## config.mk

```make
export PLATFORM = sky130hd
export DESIGN_NAME = tfcp_ctrl_flat
export DESIGN_NICKNAME = d
export VERILOG_FILES = /design/src/shared/tfcp_pkg.sv /design/src/shared/tfcp_if.sv /design/src/logic/tfcp_ctrl.sv /design/src/flat_wrapper.sv
export SDC_FILE = /design/constraint.sdc
export NUM_CORES = 1
export LEC_CHECK = 0
export CAP_MARGIN = 15
export CORE_UTILIZATION = 62
export CTS_CLUSTER_DIAMETER = 30
export DETAILED_ROUTE_END_ITERATION = 7
export DONT_BUFFER_PORTS = 1
export PLACE_DENSITY = 0.78
export SKIP_LAST_GASP = 1
export SYNTH_ARGS = -nofsm -noshare
export SYNTH_HDL_FRONTEND = slang
export SYNTH_SLANG_ARGS = --single-unit
```

## constraint.sdc

```tcl
create_clock -name clk -period 2.2 [get_ports clk]
set_input_delay 0.22 -clock clk [delete_from_list [all_inputs] [get_ports clk]]
set_output_delay 0.22 -clock clk [all_outputs]
set_load 0.1 [all_outputs]
```

## src/shared/tfcp_pkg.sv

```systemverilog
// shared constants for the tape formatter command port
package tfcp_pkg;
  localparam int unsigned CLK_FREQ_HZ      = 20_000_000;
  // least pulse width for rewind and unload, in nanoseconds
  localparam int unsigned PULSE_MIN_NS     = 1000;
  localparam int unsigned PULSE_MIN_CYC    =
    (PULSE_MIN_NS * (CLK_FREQ_HZ / 1_000_000) + 999) / 1000;
  // command strobe width and line setup/hold around it, in cycles
  localparam int unsigned STROBE_CYC       = 4;
  localparam int unsigned SETUP_CYC        = 2;
  localparam int unsigned HOLD_CYC         = 2;
  // formatter busy time, rewinding time, and counter and bus widths
  localparam int unsigned EXEC_CYC         = 16;
  localparam int unsigned REWIND_CYC       = 64;
  localparam int unsigned CNT_W            = 8;
  localparam int unsigned DATA_W           = 8;
  localparam int unsigned XPORT_W          = 2;
  // command qualifier bit positions
  localparam int unsigned CMD_REV          = 0;
  localparam int unsigned CMD_WRT          = 1;
  localparam int unsigned CMD_WFM          = 2;
  localparam int unsigned CMD_ERASE        = 3;
  localparam int unsigned CMD_LGAP         = 4;
  localparam int unsigned CMD_SMC          = 5;
  localparam int unsigned CMD_W            = 6;
endpackage : tfcp_pkg

```

## src/shared/tfcp_if.sv

```systemverilog
// cable between tape controller and formatter, low-true lines
`timescale 1ns/1ps
interface tfcp_if;
  // controller to formatter, each low-true
  logic                         formatter_select_n;
  logic [tfcp_pkg::XPORT_W-1:0] transport_select_n;
  logic                         command_strobe_n;
  logic                         reverse_direction_n;
  logic                         write_command_n;
  logic                         file_mark_write_n;
  logic                         erase_tape_n;
  logic                         long_gap_select_n;
  logic                         speed_change_n;
  logic                         rewind_request_n;
  logic                         offline_unload_n;
  logic [tfcp_pkg::DATA_W-1:0]  write_data_bus_n;
  logic                         write_parity_n;
  logic                         last_word_line_n;
  logic                         formatter_enable_level_n;
  // formatter to controller
  logic                         formatter_busy_n;
  logic                         rewinding_indication_n;

  modport ctrl (
    output formatter_select_n, transport_select_n, command_strobe_n,
    output reverse_direction_n, write_command_n, file_mark_write_n,
    output erase_tape_n, long_gap_select_n, speed_change_n,
    output rewind_request_n, offline_unload_n, write_data_bus_n,
    output write_parity_n, last_word_line_n, formatter_enable_level_n,
    input  formatter_busy_n, rewinding_indication_n
  );
  modport fmtr (
    input  formatter_select_n, transport_select_n, command_strobe_n,
    input  reverse_direction_n, write_command_n, file_mark_write_n,
    input  erase_tape_n, long_gap_select_n, speed_change_n,
    input  rewind_request_n, offline_unload_n, write_data_bus_n,
    input  write_parity_n, last_word_line_n, formatter_enable_level_n,
    output formatter_busy_n, rewinding_indication_n
  );
endinterface : tfcp_if

```

## src/logic/tfcp_ctrl.sv

```systemverilog
// controller end: drives commands and write data onto the cable
// Function
// - select line picks formatter zero or one
// - two-bit field picks one of four transports
// - qualifiers captured at strobe trailing edge
// - direction line: deasserted forward, asserted reverse
// - erase plus write means dummy write
// - erase, write, file mark: dummy file mark
// - long-gap line selects long or normal gap
// - speed-change with strobe toggles speed mode
// - rewind pulse at least minimum width
// - rewinding indication held during whole rewind
// - unload line held at least minimum time
// - write data eight bits, parity, bit zero MSB
// - enable deasserted holds transport in reset
// - last-word marked with final data character
// - all lines low-true, idle reads deasserted; select and qualifier lines hold the last command while idle
// - busy rises on strobe until command completes
`timescale 1ns/1ps
module tfcp_ctrl #(
  parameter int unsigned STROBE_CYC = tfcp_pkg::STROBE_CYC,
  parameter int unsigned SETUP_CYC  = tfcp_pkg::SETUP_CYC,
  parameter int unsigned HOLD_CYC   = tfcp_pkg::HOLD_CYC
) (
  // clock and reset
  input  wire logic                          clk,
  input  wire logic                          rst,
  // command request
  input  wire logic                          cmd_valid,
  output logic                               cmd_ready,
  input  wire logic                          cmd_formatter_select,
  input  wire logic [tfcp_pkg::XPORT_W-1:0]  cmd_transport_select,
  input  wire logic [tfcp_pkg::CMD_W-1:0]    cmd_bits,
  // rewind and unload requests, one-cycle pulses
  input  wire logic                          rewind_go,
  input  wire logic                          unload_go,
  // write data, level, sampled each cycle
  input  wire logic                          wr_valid,
  input  wire logic [tfcp_pkg::DATA_W-1:0]   wr_data,
  input  wire logic                          wr_last,
  // formatter enable level
  input  wire logic                          enable,
  // status toward user
  output logic                               busy,
  output logic                               rewinding,
  // cable
  tfcp_if.ctrl                               cab
);
  typedef enum logic [1:0] {TFCP_IDLE, TFCP_SETUP, TFCP_STROBE, TFCP_HOLD}
    tfcp_state_e;

  tfcp_state_e                     st_r, st_nxt;
  logic [tfcp_pkg::CNT_W-1:0]      cnt_r, cnt_nxt;
  logic                            fsel_r, fsel_nxt;
  logic [tfcp_pkg::XPORT_W-1:0]    tsel_r, tsel_nxt;
  logic [tfcp_pkg::CMD_W-1:0]      cmd_r, cmd_nxt;
  logic                            strobe_r, strobe_nxt;
  logic                            ready_r, ready_nxt;
  logic [tfcp_pkg::CNT_W-1:0]      rew_cnt_r, rew_cnt_nxt;
  logic [tfcp_pkg::CNT_W-1:0]      ofl_cnt_r, ofl_cnt_nxt;
  logic [tfcp_pkg::DATA_W-1:0]     wd_r, wd_nxt;
  logic                            wp_r, wp_nxt;
  logic                            lw_r, lw_nxt;
  logic                            en_r, en_nxt;
  logic [1:0]                      busy_s_r, rwd_s_r;

  // command sequencing
  always_comb begin
    st_nxt     = st_r;
    cnt_nxt    = cnt_r;
    fsel_nxt   = fsel_r;
    tsel_nxt   = tsel_r;
    cmd_nxt    = cmd_r;
    strobe_nxt = 1'b0;
    ready_nxt  = 1'b0;
    unique case (st_r)
      TFCP_IDLE: begin
        ready_nxt = 1'b1;
        if (cmd_valid && ready_r) begin
          fsel_nxt  = cmd_formatter_select;
          tsel_nxt  = cmd_transport_select;
          cmd_nxt   = cmd_bits;
          ready_nxt = 1'b0;
          cnt_nxt   = '0;
          st_nxt    = TFCP_SETUP;
        end
      end
      TFCP_SETUP: begin
        cnt_nxt = cnt_r + 1'b1;
        if (cnt_r == tfcp_pkg::CNT_W'(SETUP_CYC - 1)) begin
          cnt_nxt    = '0;
          strobe_nxt = 1'b1;
          st_nxt     = TFCP_STROBE;
        end
      end
      TFCP_STROBE: begin
        strobe_nxt = 1'b1;
        cnt_nxt    = cnt_r + 1'b1;
        if (cnt_r == tfcp_pkg::CNT_W'(STROBE_CYC - 1)) begin
          cnt_nxt    = '0;
          strobe_nxt = 1'b0;
          st_nxt     = TFCP_HOLD;
        end
      end
      TFCP_HOLD: begin
        cnt_nxt = cnt_r + 1'b1;
        if (cnt_r == tfcp_pkg::CNT_W'(HOLD_CYC - 1)) begin
          cnt_nxt   = '0;
          ready_nxt = 1'b1;
          st_nxt    = TFCP_IDLE;
        end
      end
    endcase
  end

  // rewind, unload, write data and enable
  always_comb begin
    rew_cnt_nxt = rew_cnt_r;
    ofl_cnt_nxt = ofl_cnt_r;
    if (rewind_go && rew_cnt_r == '0)
      rew_cnt_nxt = tfcp_pkg::CNT_W'(tfcp_pkg::PULSE_MIN_CYC);
    else if (rew_cnt_r != '0)
      rew_cnt_nxt = rew_cnt_r - 1'b1;
    if (unload_go && ofl_cnt_r == '0)
      ofl_cnt_nxt = tfcp_pkg::CNT_W'(tfcp_pkg::PULSE_MIN_CYC);
    else if (ofl_cnt_r != '0)
      ofl_cnt_nxt = ofl_cnt_r - 1'b1;
    wd_nxt = {<<{wr_data}};
    if (!wr_valid)
      wd_nxt = '0;
    wp_nxt = wr_valid ? ~(^wr_data) : 1'b0;
    lw_nxt = wr_valid & wr_last;
    en_nxt = enable;
  end

  always_ff @(posedge clk) begin
    if (rst) begin
      st_r      <= TFCP_IDLE;
      cnt_r     <= '0;
      fsel_r    <= 1'b0;
      tsel_r    <= '0;
      cmd_r     <= '0;
      strobe_r  <= 1'b0;
      ready_r   <= 1'b0;
      rew_cnt_r <= '0;
      ofl_cnt_r <= '0;
      wd_r      <= '0;
      wp_r      <= 1'b0;
      lw_r      <= 1'b0;
      en_r      <= 1'b0;
      busy_s_r  <= 2'b00;
      rwd_s_r   <= 2'b00;
      busy      <= 1'b0;
      rewinding <= 1'b0;
    end else begin
      st_r      <= st_nxt;
      cnt_r     <= cnt_nxt;
      fsel_r    <= fsel_nxt;
      tsel_r    <= tsel_nxt;
      cmd_r     <= cmd_nxt;
      strobe_r  <= strobe_nxt;
      ready_r   <= ready_nxt;
      rew_cnt_r <= rew_cnt_nxt;
      ofl_cnt_r <= ofl_cnt_nxt;
      wd_r      <= wd_nxt;
      wp_r      <= wp_nxt;
      lw_r      <= lw_nxt;
      en_r      <= en_nxt;
      busy_s_r  <= {busy_s_r[0], ~cab.formatter_busy_n};
      rwd_s_r   <= {rwd_s_r[0], ~cab.rewinding_indication_n};
      busy      <= busy_s_r[1];
      rewinding <= rwd_s_r[1];
    end
  end

  assign cmd_ready = ready_r;

  assign cab.formatter_select_n       = ~fsel_r;
  assign cab.transport_select_n       = ~tsel_r;
  assign cab.command_strobe_n         = ~strobe_r;
  assign cab.reverse_direction_n      = ~cmd_r[tfcp_pkg::CMD_REV];
  assign cab.write_command_n          = ~cmd_r[tfcp_pkg::CMD_WRT];
  assign cab.file_mark_write_n        = ~cmd_r[tfcp_pkg::CMD_WFM];
  assign cab.erase_tape_n             = ~cmd_r[tfcp_pkg::CMD_ERASE];
  assign cab.long_gap_select_n        = ~cmd_r[tfcp_pkg::CMD_LGAP];
  assign cab.speed_change_n           = ~cmd_r[tfcp_pkg::CMD_SMC];
  assign cab.rewind_request_n         = ~(rew_cnt_r != '0);
  assign cab.offline_unload_n         = ~(ofl_cnt_r != '0);
  assign cab.write_data_bus_n         = ~wd_r;
  assign cab.write_parity_n           = ~wp_r;
  assign cab.last_word_line_n         = ~lw_r;
  assign cab.formatter_enable_level_n = ~en_r;
endmodule : tfcp_ctrl

```

## src/flat_wrapper.sv

```systemverilog
// flat-port wrapper written by rule: the top's interface ports become plain ports
module tfcp_ctrl_flat 
#(
  parameter int unsigned STROBE_CYC = tfcp_pkg::STROBE_CYC,
  parameter int unsigned SETUP_CYC  = tfcp_pkg::SETUP_CYC,
  parameter int unsigned HOLD_CYC   = tfcp_pkg::HOLD_CYC
)
  (clk, rst, cmd_valid, cmd_ready, cmd_formatter_select, cmd_transport_select, cmd_bits, rewind_go, unload_go, wr_valid, wr_data, wr_last, enable, busy, rewinding, cab_formatter_select_n, cab_transport_select_n, cab_command_strobe_n, cab_reverse_direction_n, cab_write_command_n, cab_file_mark_write_n, cab_erase_tape_n, cab_long_gap_select_n, cab_speed_change_n, cab_rewind_request_n, cab_offline_unload_n, cab_write_data_bus_n, cab_write_parity_n, cab_last_word_line_n, cab_formatter_enable_level_n, cab_formatter_busy_n, cab_rewinding_indication_n);
  tfcp_if cab_i ();
  input  wire logic clk;
  input  wire logic rst;
  input  wire logic cmd_valid;
  output logic cmd_ready;
  input  wire logic cmd_formatter_select;
  input  wire logic [tfcp_pkg::XPORT_W-1:0] cmd_transport_select;
  input  wire logic [tfcp_pkg::CMD_W-1:0] cmd_bits;
  input  wire logic rewind_go;
  input  wire logic unload_go;
  input  wire logic wr_valid;
  input  wire logic [tfcp_pkg::DATA_W-1:0] wr_data;
  input  wire logic wr_last;
  input  wire logic enable;
  output logic busy;
  output logic rewinding;
  output wire logic [$bits(cab_i.formatter_select_n)-1:0] cab_formatter_select_n;
  output wire logic [$bits(cab_i.transport_select_n)-1:0] cab_transport_select_n;
  output wire logic [$bits(cab_i.command_strobe_n)-1:0] cab_command_strobe_n;
  output wire logic [$bits(cab_i.reverse_direction_n)-1:0] cab_reverse_direction_n;
  output wire logic [$bits(cab_i.write_command_n)-1:0] cab_write_command_n;
  output wire logic [$bits(cab_i.file_mark_write_n)-1:0] cab_file_mark_write_n;
  output wire logic [$bits(cab_i.erase_tape_n)-1:0] cab_erase_tape_n;
  output wire logic [$bits(cab_i.long_gap_select_n)-1:0] cab_long_gap_select_n;
  output wire logic [$bits(cab_i.speed_change_n)-1:0] cab_speed_change_n;
  output wire logic [$bits(cab_i.rewind_request_n)-1:0] cab_rewind_request_n;
  output wire logic [$bits(cab_i.offline_unload_n)-1:0] cab_offline_unload_n;
  output wire logic [$bits(cab_i.write_data_bus_n)-1:0] cab_write_data_bus_n;
  output wire logic [$bits(cab_i.write_parity_n)-1:0] cab_write_parity_n;
  output wire logic [$bits(cab_i.last_word_line_n)-1:0] cab_last_word_line_n;
  output wire logic [$bits(cab_i.formatter_enable_level_n)-1:0] cab_formatter_enable_level_n;
  input wire logic [$bits(cab_i.formatter_busy_n)-1:0] cab_formatter_busy_n;
  input wire logic [$bits(cab_i.rewinding_indication_n)-1:0] cab_rewinding_indication_n;
  assign cab_formatter_select_n = cab_i.formatter_select_n;
  assign cab_transport_select_n = cab_i.transport_select_n;
  assign cab_command_strobe_n = cab_i.command_strobe_n;
  assign cab_reverse_direction_n = cab_i.reverse_direction_n;
  assign cab_write_command_n = cab_i.write_command_n;
  assign cab_file_mark_write_n = cab_i.file_mark_write_n;
  assign cab_erase_tape_n = cab_i.erase_tape_n;
  assign cab_long_gap_select_n = cab_i.long_gap_select_n;
  assign cab_speed_change_n = cab_i.speed_change_n;
  assign cab_rewind_request_n = cab_i.rewind_request_n;
  assign cab_offline_unload_n = cab_i.offline_unload_n;
  assign cab_write_data_bus_n = cab_i.write_data_bus_n;
  assign cab_write_parity_n = cab_i.write_parity_n;
  assign cab_last_word_line_n = cab_i.last_word_line_n;
  assign cab_formatter_enable_level_n = cab_i.formatter_enable_level_n;
  assign cab_i.formatter_busy_n = cab_formatter_busy_n;
  assign cab_i.rewinding_indication_n = cab_rewinding_indication_n;
  tfcp_ctrl #(.STROBE_CYC(STROBE_CYC), .SETUP_CYC(SETUP_CYC), .HOLD_CYC(HOLD_CYC)) u_core (.clk(clk), .rst(rst), .cmd_valid(cmd_valid), .cmd_ready(cmd_ready), .cmd_formatter_select(cmd_formatter_select), .cmd_transport_select(cmd_transport_select), .cmd_bits(cmd_bits), .rewind_go(rewind_go), .unload_go(unload_go), .wr_valid(wr_valid), .wr_data(wr_data), .wr_last(wr_last), .enable(enable), .busy(busy), .rewinding(rewinding), .cab(cab_i));
endmodule
```

==> results.txt, run 1 <==
* Run status: finished, final reports clean
* Kind of start point of the critical path: register
- Cts bufs inserted: 5
- Placed insts: 336
* Measured slew at the worst slew-check pin: 843 ps
- Leading cell type in the layout, fill and taps excluded: dfxtp_1
- Dividing the final minimum period by the clock period gives 91.9%.
* Overall track demand over capacity in global routing: 23.1%
- Counting flops with an async set or reset pin after synthesis yields a share of 0%.
* Maximum buffer depth of the clock tree: 2
- Number of instances in the synthesized netlist: 289
* Number of antenna violations at the first check in global routing: 0
* Final Net Count: 337
* Starting Density: 65.9%
* Core region area: 3720 µm²
- Global placement routability congestion: 0.785
* Cts hold-fix bufs: 4
* CTS-repair resized insts: 0
- Counting distinct cell types in the post-synthesis netlist gives 36.
* Type of the setup path with the least slack: register to primary output
- The count of final hold-check violations is 0.
* Critical-path cell with the highest stage delay: or4_4
- Clock-pin slew on the worst setup and hold paths: 90 ps
* Proportion of layout cells with a drive suffix above 1: 8.36%
* Cell breakdown of the critical path: or4_4 > nor4_4 > buf_4
- The mapped netlist covers 2450 µm².
- A synthesized cell averages 8.47 µm².
* Longest individual stage delay on the worst path: 550 ps
- Final standard cell utilization of the core: 72.7%
* Yosys Warn Count: 0
- Antenna Diode Count: 0
- The clock tree synthesis step divided the H-tree into 2 levels.
- The via count of the first global-routing pass came to 1771.
- 53 I/O pins were placed.
- Pin count of the biggest net entering global routing: 37
* Area added between synthesis and finish: 10.4%
- Row Count: 22
- Clock Sink Count: 54
- Areal power density over the cells: 1410 nW/µm²
* Final critical delay including setup and external delays: 2020 ps
* PortBufs: 0
- Post-layout total power: 3800 µW
- Top library cells by usage in the layout, fill and taps aside: 53 x dfxtp_1, 36 x inv_1, 36 x nand2_1
- Total wirelength of the detailed-routed design: 4550 µm
- Pins Over Slew Limit: 0
* Routed wire per std cell: 13.1 µm
- Crit. End Element: primary output
- Excluding fillers, the count of instances in the completed layout stands at 347.
* Path depth of the worst reg2reg path: 4
- Data arrival time of the critical path: 1800 ps
- For the worst-skew pair, the clock arrives at the later sink with an insertion delay of 300 ps.
* Syn Nets: 327
- The tightest min-delay check is of the input pin to register type.
- TritonCTS built the clock tree.
- Die boundary width: 64.8 µm
- Setup repair after global routing left no endpoint under its margin.
- DRC violations left: 0
* First-pass GRT wire length: 7440 µm
- Number of fill cells in the layout: 303
- Summed over all cells, the static leakage comes to 0.00101 µW.
* Gr ovfl total: 0
- Die boundary height: 64.8 µm
- Yosys reg bits: 54
- Iteration-0 DRC count of the detailed router: 80
- Share of synthesized area occupied by flip-flops and latches: 44.2%
* Required arrival time at the worst endpoint: 1980 ps
- Dividing the detail-routed via count by the number of cells gives 5.62.
* Post-DP HPWL: 2950 µm
- Once the clock tree was built, the setup fixing pass inserted 0 buffers.
- Max Fanout on Critical Path: 7
- In this run the tightest slew margin relative to its limit is 43.7%.
- Final clock skew: 7.60 ps
- Total of max-cap violations: 0
* Hold-critical path depth: 1
* Count of flip-flops with a built-in enable after synthesis: 0
* Total iterations of the first detailed-routing run: 4
- Maximum resistive drop on vdd: 0.796 mV
* Area of the die: 4200 µm²
* Via count: 1950
- Prior to clock tree synthesis, the placed netlist has a worst setup slack of 252 ps.
- Clock root buffer master: clkbuf_8
- Derived from the worst setup path, the maximum achievable clock frequency is 494 MHz.
- The count of nets left with antenna violations once routing finished came out at 0.
* Final count of negative-setup-slack endpoints: 0
- Main flop type after synthesis: dfxtp_1
- Setup slack on the critical path of the routed design comes to 177 ps.
logic make-up (layout without fill, tap and decap cells):
kind of cell | count (synthesis) | after routing | synth area share (%)
buf+inv | 46 | 56 | 7.06
xor+xnor | 12 | 12 | 4.29
flops | 54 | 54 | 44.2
simple gates | 109 | 109 | 22.9
compound gates | 52 | 52 | 13.8
fa+ha+maj | 11 | 11 | 5.62
mux | 5 | 5 | 2.20
per-stage QoR:
step	TNS, ps	instance area, µm²	hold slack, ps
after global routing	0	2700	2.49
after global placement	0	2540	288
final	0	2700	27.0
after detailed placement	0	2540	292
after CTS	0	2700	16.1
after floorplan	-1690	2450	287
cell type report:
cell class,instances,area [µm²],share of cell area (%)
multi-input combinational,189,1190,44.2
tap,48,60.1,2.22
clock buffer,6,82.6,3.06
inverter,36,135,5.00
sequential,54,1080,40.1
clock inverter,1,30.0,1.11
timing repair buffer,13,118,4.35
Yosys cell counts, types with 2 or more instances:
cell type | instances | area share, %
o2111ai_1 | 6 | 2.1
ha_1 | 11 | 5.6
xor2_1 | 2 | 0.72
a31oi_1 | 7 | 1.8
mux2_1 | 2 | 0.92
nand3_1 | 5 | 1.0
and3_1 | 2 | 0.51
or4_1 | 2 | 0.61
and2_1 | 10 | 2.6
or2_2 | 4 | 1.0
nor4_1 | 3 | 0.77
o21a_1 | 5 | 1.5
nand3b_1 | 5 | 1.5
mux2i_1 | 2 | 0.82
nor3_1 | 12 | 2.5
a21oi_1 | 22 | 4.5
xnor2_1 | 10 | 3.6
nor2b_1 | 6 | 1.5
clkbuf_1 | 10 | 1.5
nand2_1 | 36 | 5.5
inv_1 | 36 | 5.5
dfxtp_1 | 54 | 44
nor3b_1 | 2 | 0.61
nor2_1 | 18 | 2.8
o211ai_1 | 6 | 1.8
metal layers:
metal,wire (µm),vias up,GRT usage (%)
met2,2170,49,37.4
met3,198,8,5.46
met4,81,0,10.6
met1,2100,910,28.8
met5,0,-,0
li1,-,983,-
worst paths after layout:
kind	slack [ps]	start	endpoint
setup reg to reg	210	u_core.cnt_r[3]	u_core.st_r[0]
hold reg to reg	440	u_core.rwd_s_r[1]	u_core.rewinding
setup / recovery	180	u_core.rew_cnt_r[4]	cab_rewind_request_n
hold / removal	30	rst	u_core.st_r[1]
registers in the layout, summed over array words and instances, names as in the netlist, 6 cells and up:
name              cells
u_core.ofl_cnt_r      8
u_core.cmd_r          6
u_core.cnt_r          8
u_core.rew_cnt_r      8
u_core.wd_r           8
critical path, delay by kind of cell (launching register included):
| family | cells | cell delay (ps) |
|---|---|---|
| and+or+nand+nor | 2 | 760 |
| buffers and inverters | 1 | 380 |
| DFF | 1 | 350 |
report_power, final:
part / leakage [µW] / total [µW] / internal (µW) / switching, µW
Sequential: 0.000443 / 1330 / 1170 / 163
Combinational: 0.000513 / 1800 / 589 / 1220
Clock: 0.0000573 / 662 / 364 / 298
Power figures use the tool's default switching activity.
==> run 2, diff against run 1 <==
--- a/config.mk
+++ b/config.mk
@@ -11,6 +11,7 @@
 export DETAILED_ROUTE_END_ITERATION = 7
 export DONT_BUFFER_PORTS = 1
 export PLACE_DENSITY = 0.78
+export RECOVER_POWER = 25
 export SKIP_LAST_GASP = 1
 export SYNTH_ARGS = -nofsm -noshare
 export SYNTH_HDL_FRONTEND = slang
==> run 2 against run 1 <==
Net effect:
- the flow now finishes with violations (max-capacitance violations, max-slew violations)
- combinational power is essentially flat
- hold slack barely moved
- non-clock buffer count is the same
- critical endpoint unchanged
- via count is 1.3% lower
- power fell by 0.15%
- sequential power about the same
==> results.txt, run 2 (same netlist as run 1, synthesis figures left out) <==
- The flow ran to the end, but the final reports show violations.
- The checks that failed: max-capacitance violations, max-slew violations.
- The floorplan step set the die height to 64.8 µm.
* Worst rel slew slack: -8.78%
- Starting Density: 65.9%
* Overall track demand over capacity in global routing: 23.1%
* Clock-pin slew on the worst setup and hold paths: 90 ps
- For this run the aggregate overflow at the end of global routing stands at 0.
* Data arrival time of the critical path: 1800 ps
* Global placement routability congestion: 0.785
- Number of antenna violations at the first check in global routing: 0
* Iteration-0 DRC count of the detailed router: 78
* CTS tree: yes
* CTS HTree Levels: 2
- Total wirelength of the detailed-routed design: 4520 µm
- Pins Over Slew Limit: 37
* Pin count of the biggest net entering global routing: 37
- For the finished layout, the period the worst path requires is 2020 ps.
* Required arrival time at the worst endpoint: 1980 ps
* Endpoints failing hold: 0
* Cts bufs inserted: 5
- Switch share: 44.2%
- Maximum resistive drop on vdd: 0.795 mV
* Proportion of layout cells with a drive suffix above 1: 7.36%
* Clock root buffer master: clkbuf_8
- The tool flagged a number of max-cap violations equal to 1.
- Dividing the final minimum period by the clock period gives 91.7%.
* Antenna Diode Count: 0
* Total iterations of the first detailed-routing run: 4
- After filler insertion, the fill cell instance count of the layout stands at 304.
- Routed wire per std cell: 13.0 µm
* Via count: 1925
- DRT antenna net count: 0
- The worst setup path is captured at a primary output.
- The analysis attributes to cell leakage a power of 0.000990 µW.
* Worst min-delay path category: input pin to register
* Die boundary width: 64.8 µm
- Total I/O pin count: 53
- PortBufs: 0
- For this design the total switching power over the nets is 1670 µW.
* Sequential fraction of design power: 35.1%
- By startpoint and endpoint, the worst setup path is classified as register to primary output.
- Core region area: 3720 µm²
* Final count of negative-setup-slack endpoints: 0
* Maximum buffer depth of the clock tree: 2
- The internal portion of the total power is 2120 µW.
* Area of the die: 4200 µm²
- Setup slack on the critical path of the routed design comes to 182 ps.
- At the end of the flow, the number of nets in the layout was 337.
- Placed inst area: 2540 µm²
- Detailed placement ended at an HPWL of 2950 µm.
- Setup repair after global routing left no endpoint under its margin.
* Combinational cell fraction of total power: 47.5%
- Final standard cell utilization of the core: 72.1%
- Leaving out fill and tap cells, the most frequent cell in the layout is dfxtp_1.
- At the pin with the least slew margin, the transition time is 1630 ps.
* Clock Sink Count: 54
- Static timing analysis puts the maximum clock frequency at 496 MHz.
* Top library cells by usage in the layout, fill and taps aside: 53 x dfxtp_1, 36 x inv_1, 36 x nand2_1
- In the routed layout, each cell is associated on average with a via count of 5.55.
- Power spread over the standard cell area amounts to 1420 nW/µm².
* Worst skew pair latency: 300 ps
- After detailed routing, the number of remaining DRC violations is 0.
- In this run the worst path has a maximum fanout of 7.
- Row Count: 22
* Number of global-route vias before repair: 1771
- In this run, post-CTS repair resized a total of 0 instances.
- Placement Setup Slack: 252 ps
* Kind of start point of the critical path: register
* Clock network fraction of design power: 17.5%
- The first global-routing pass estimated 7440 µm of wire.
- Post-Layout Inst Area: 2680 µm²
* Area added between synthesis and finish: 9.41%
* Final clock skew: 7.11 ps
## run 2: cell types whose count changed in the layout (fill, tap and decap cells not counted)
cell / before / now
and2_0: 0 / 7
and2_1: 10 / 3
clkbuf_1: 0 / 3
buf_4: 9 / 7
buf_12: 1 / 0
## run 2: final cells by class
cell class                 count  area [µm²]  area share (%)
clock buffer                   6        82.6            3.08
clock inverter                 1        30.0            1.12
inverter                      36         135            5.05
multi-input combinational    189        1190            44.6
sequential                    54        1080            40.4
tap                           48        60.1            2.24
timing repair buffer          13        93.8            3.50
## run 2: timing repair
action / CTS / global route
buffers inserted: 0 / 0
endpoints found under the hold margin: 37 / 0
hold buffers: 4 / 0
## run 2: final timing paths
check                           cells after the start                 from                    to  slack [ps]
worst min register to register                      1    u_core.rwd_s_r[1]      u_core.rewinding         440
worst max-delay path                                3  u_core.rew_cnt_r[4]  cab_rewind_request_n         180
worst max register to register                      4      u_core.cnt_r[3]        u_core.st_r[0]         210
worst min-delay path                                1                  rst        u_core.st_r[1]          30
## run 2: layer usage
layer | routed length [µm] | GRT usage [%]
met4 | 91 | 10.6
met5 | 0 | 0
met3 | 230 | 5.46
met1 | 2020 | 28.8
met2 | 2180 | 37.4
## run 2: per-stage QoR
stage	TNS [ps]	cells	total power, µW	hold WS [ps]
CTS	0	347	3820	16.1
floorplan	-1690	289	2840	287
global route	0	347	4060	2.38
detailed placement	0	336	3130	292
finish	0	347	3790	26.9
global placement	0	336	3100	288
## run 2: worst max-delay path: stages, from the launching register on
cell and delay (ps):
dfxtp_2 350, or4_4 550, nor4_4 210, buf_4 380
## run 2: power groups by stage
| stage | clock network, µW | logic [µW] | registers [µW] |
|---|---|---|---|
| after floorplan | 0 | 1440 | 1390 |
| after global placement | 0 | 1750 | 1350 |
| after detailed placement | 0 | 1780 | 1350 |
| after CTS | 680 | 1810 | 1330 |
| after global routing | 719 | 1980 | 1360 |
| final | 662 | 1800 | 1330 |
==> run 3, diff against run 2 <==
--- a/config.mk
+++ b/config.mk
@@ -5,6 +5,7 @@
 export SDC_FILE = /design/constraint.sdc
 export NUM_CORES = 1
 export LEC_CHECK = 0
+export ABC_AREA = 1
 export CAP_MARGIN = 15
 export CORE_UTILIZATION = 62
 export CTS_CLUSTER_DIAMETER = 30
==> run 3 against run 2 <==
Net effect:
- the flow now finishes without violations
- register-to-register slack better by 390 ps
- highest routed layer unchanged
- critical endpoint is now cab_offline_unload_n
- first-iteration DRC count is 63% higher
- sequential cell count unchanged
- combinational power grew 16%
- routed wire length rose by 6.2%
==> results.txt, run 3 <==
* Synthesized area divided by synthesized cell count: 7.56 µm²
* Iteration-0 DRC count of the detailed router: 127
- Proportion of layout cells with a drive suffix above 1: 8.75%
- The via count of the first global-routing pass was 1809.
- After synthesis, flip-flops and latches occupy 44.0% of the total area.
- The worst setup path is captured at a primary output.
- Between clock sinks in the finished design, the worst skew comes to 4.50 ps.
- Entering global routing, the biggest net connects 19 pins.
- After detailed placement, the design holds a cell count of 379.
- Total of max-cap violations: 0
- Total setup buffers inserted after CTS: 0
* Pins Over Slew Limit: 0
- Leakage Power: 0.00116 µW
- RSZ-0062 raised after global routing: no
- After detailed routing, the number of vias per cell comes to 5.10.
- Area added between synthesis and finish: 10.0%
- Total iterations of the first detailed-routing run: 6
- CTS built an H-tree with a depth of 2.
- The synthesized design contains 0 enable-type register cells.
- The top cell type by area accounts for 44.0% of the synthesized area.
- CTS saw 54 sinks.
- For the pin with the worst max-slew slack, the measured transition is 1190 ps.
- Commonest cells in the netlist: 63 x inv_1, 54 x dfxtp_1, 54 x nand2_1, 38 x nor2_1, 31 x a21oi_1
* Most frequent cell after synthesis: inv_1
- Post-Route Setup TNS: 0 ps
- Core region area: 3740 µm²
* Net switching component of the power: 1950 µW
- The floorplan has 22 rows.
- Clock network fraction of design power: 16.2%
* Total I/O pin count: 53
- During synthesis, Yosys emitted a total of 0 warnings.
* Area of the die: 4220 µm²
- Cell Int Power: 2090 µW
- Maximum buffer depth of the clock tree: 2
- Via count: 1993
- Number of fill cells in the layout: 304
* Yosys reg bits: 54
- The wire-length estimate of the detail-placed layout is 3510 µm.
* Clock-pin slew on the worst setup and hold paths: 90 ps
- Switch share: 48.3%
- From left edge to right edge, the die measures 65.0 µm.
- Wires add up to 4810 µm.
- The die is 65.0 µm tall.
* Data arrival time of the critical path: 1570 ps
* Syn Nets: 363
* Final std cells w/o fill: 391
- Input and output buffers added on the ports amount to 0.
* Combinational cell fraction of total power: 51.7%
- After detailed routing, the number of remaining DRC violations is 0.
* Share of the cycle needed by the critical path after routing: 81.4%
* Run status: finished, final reports clean
- DRT antenna net count: 0
* Sequential fraction of design power: 32.1%
- Along the worst path, the maximum fanout reaches 7.
- Worst min-delay path category: input pin to register
* Cell taking the most area after synthesis: dfxtp_1
- Required arrival time at the worst endpoint: 1980 ps
* Maximum resistive drop on vdd: 1.02 mV
- At the end of routability-driven placement, the weighted congestion stood at 0.849.
- Gr ovfl total: 0
* Worst rel slew slack: 21.2%
* Number of instances in the synthesized netlist: 325
- Endpoints failing hold: 0
- At the later pin of the worst-skew pair, clock insertion delay measures 310 ps.
* Leading cell type in the layout, fill and taps excluded: inv_1
- Achievable Freq: 559 MHz
- For this run, the leading register cell type out of synthesis is dfxtp_1.
- Clock tree synthesis inserted a total of 5 buffers.
* CTS tree: yes
* Starting Density: 65.6%
* Final critical delay including setup and external delays: 1790 ps
* Kind of start point of the critical path: register
- In the layout the commonest cells are 63 x inv_1, 55 x nand2_1, 54 x dfxtp_1.
* Yosys cell types: 31
- Counting flops with an async set or reset pin after synthesis yields a share of 0%.
- First-pass GRT wire length: 7680 µm
- The worst setup path is of the register to primary output kind.
- Antenna Diode Count: 0
- The mapped netlist covers 2460 µm².
- Overall track demand over capacity in global routing: 23.8%
- Setup violations remaining at the end of the flow were counted as 0.
- In the final design database the tool counted 380 nets.
- After detailed routing, the average wire length per cell comes to 12.3 µm.
- Clock root buffer master: clkbuf_8
- Number of antenna violations at the first check in global routing: 0
* Main area contributors after synthesis: dfxtp_1 44%, inv_1 9.6%, nand2_1 8.2%
- Power spread over the standard cell area amounts to 1490 nW/µm².
- Final standard cell utilization of the core: 72.2%
run 3: worst max-delay path: stages (launching register included):
cell and delay, ps:
dfxtp_1 330, inv_1 140, ha_1 160, nand3_1 110, nor2_4 200, buf_4 320
run 3: cell families after synthesis:
kind of cell / Yosys count / synth area share [%]
buffers and inverters: 69 / 10.8
and+or+nand+nor: 125 / 22.9
adders and majority gates: 11 / 5.60
xor gates and xnor gates: 10 / 3.56
DFF: 54 / 44.0
AOI/OAI and AO/OA: 56 / 13.1
run 3: what timing repair did:
action                                  4_1_cts  5_1_grt
endpoints found under the setup margin        0        0
hold endpoints to repair                     17        1
resized for setup                             0        0
hold buffers                                  3        1
run 3: per-stage QoR:
step | setup WS [ps] | total power (µW) | hold WS (ps) | area [µm²]
finish | 410 | 4040 | 12.0 | 2700
global route | 310 | 4320 | 5.69 | 2700
CTS | 394 | 4060 | 5.91 | 2710
detailed placement | 637 | 3400 | 289 | 2570
global placement | 718 | 3330 | 288 | 2570
floorplan | 332 | 3050 | 287 | 2460
run 3: worst paths after layout:
path	depth (start not counted)	from	end	slack (ps)
hold reg to reg	2	u_core.busy_s_r[1]	u_core.busy	410
setup / recovery	5	u_core.ofl_cnt_r[0]	cab_offline_unload_n	410
setup reg to reg	5	u_core.st_r[1]	u_core.cmd_r[2]	600
hold / removal	2	wr_data[4]	u_core.wd_r[3]	10
run 3: cell type report:
cell class,count,area [µm²],share of cell area (%)
Sequential cell,54,1080,40.0
Multi-Input combinational cell,202,1110,41.0
Tap cell,48,60.1,2.22
Inverter,65,244,9.02
Clock buffer,7,76.3,2.82
Timing Repair Buffer,14,104,3.84
Clock inverter,1,30.0,1.11
run 3: power groups by stage:
| stage | logic (µW) | clock network [µW] | registers [µW] |
|---|---|---|---|
| after floorplan | 1690 | 0 | 1360 |
| after global placement | 2020 | 0 | 1310 |
| after detailed placement | 2070 | 0 | 1320 |
| after CTS | 2100 | 662 | 1300 |
| after global routing | 2290 | 703 | 1320 |
| final | 2090 | 652 | 1300 |
run 3: per-layer routing:
layer,vias to the layer above,wire [µm],GRT usage (%)
met5,-,0,0
met3,10,235,5.81
met2,47,2460,42.2
li1,1039,-,-
met1,897,2030,27.1
met4,0,80,9.72
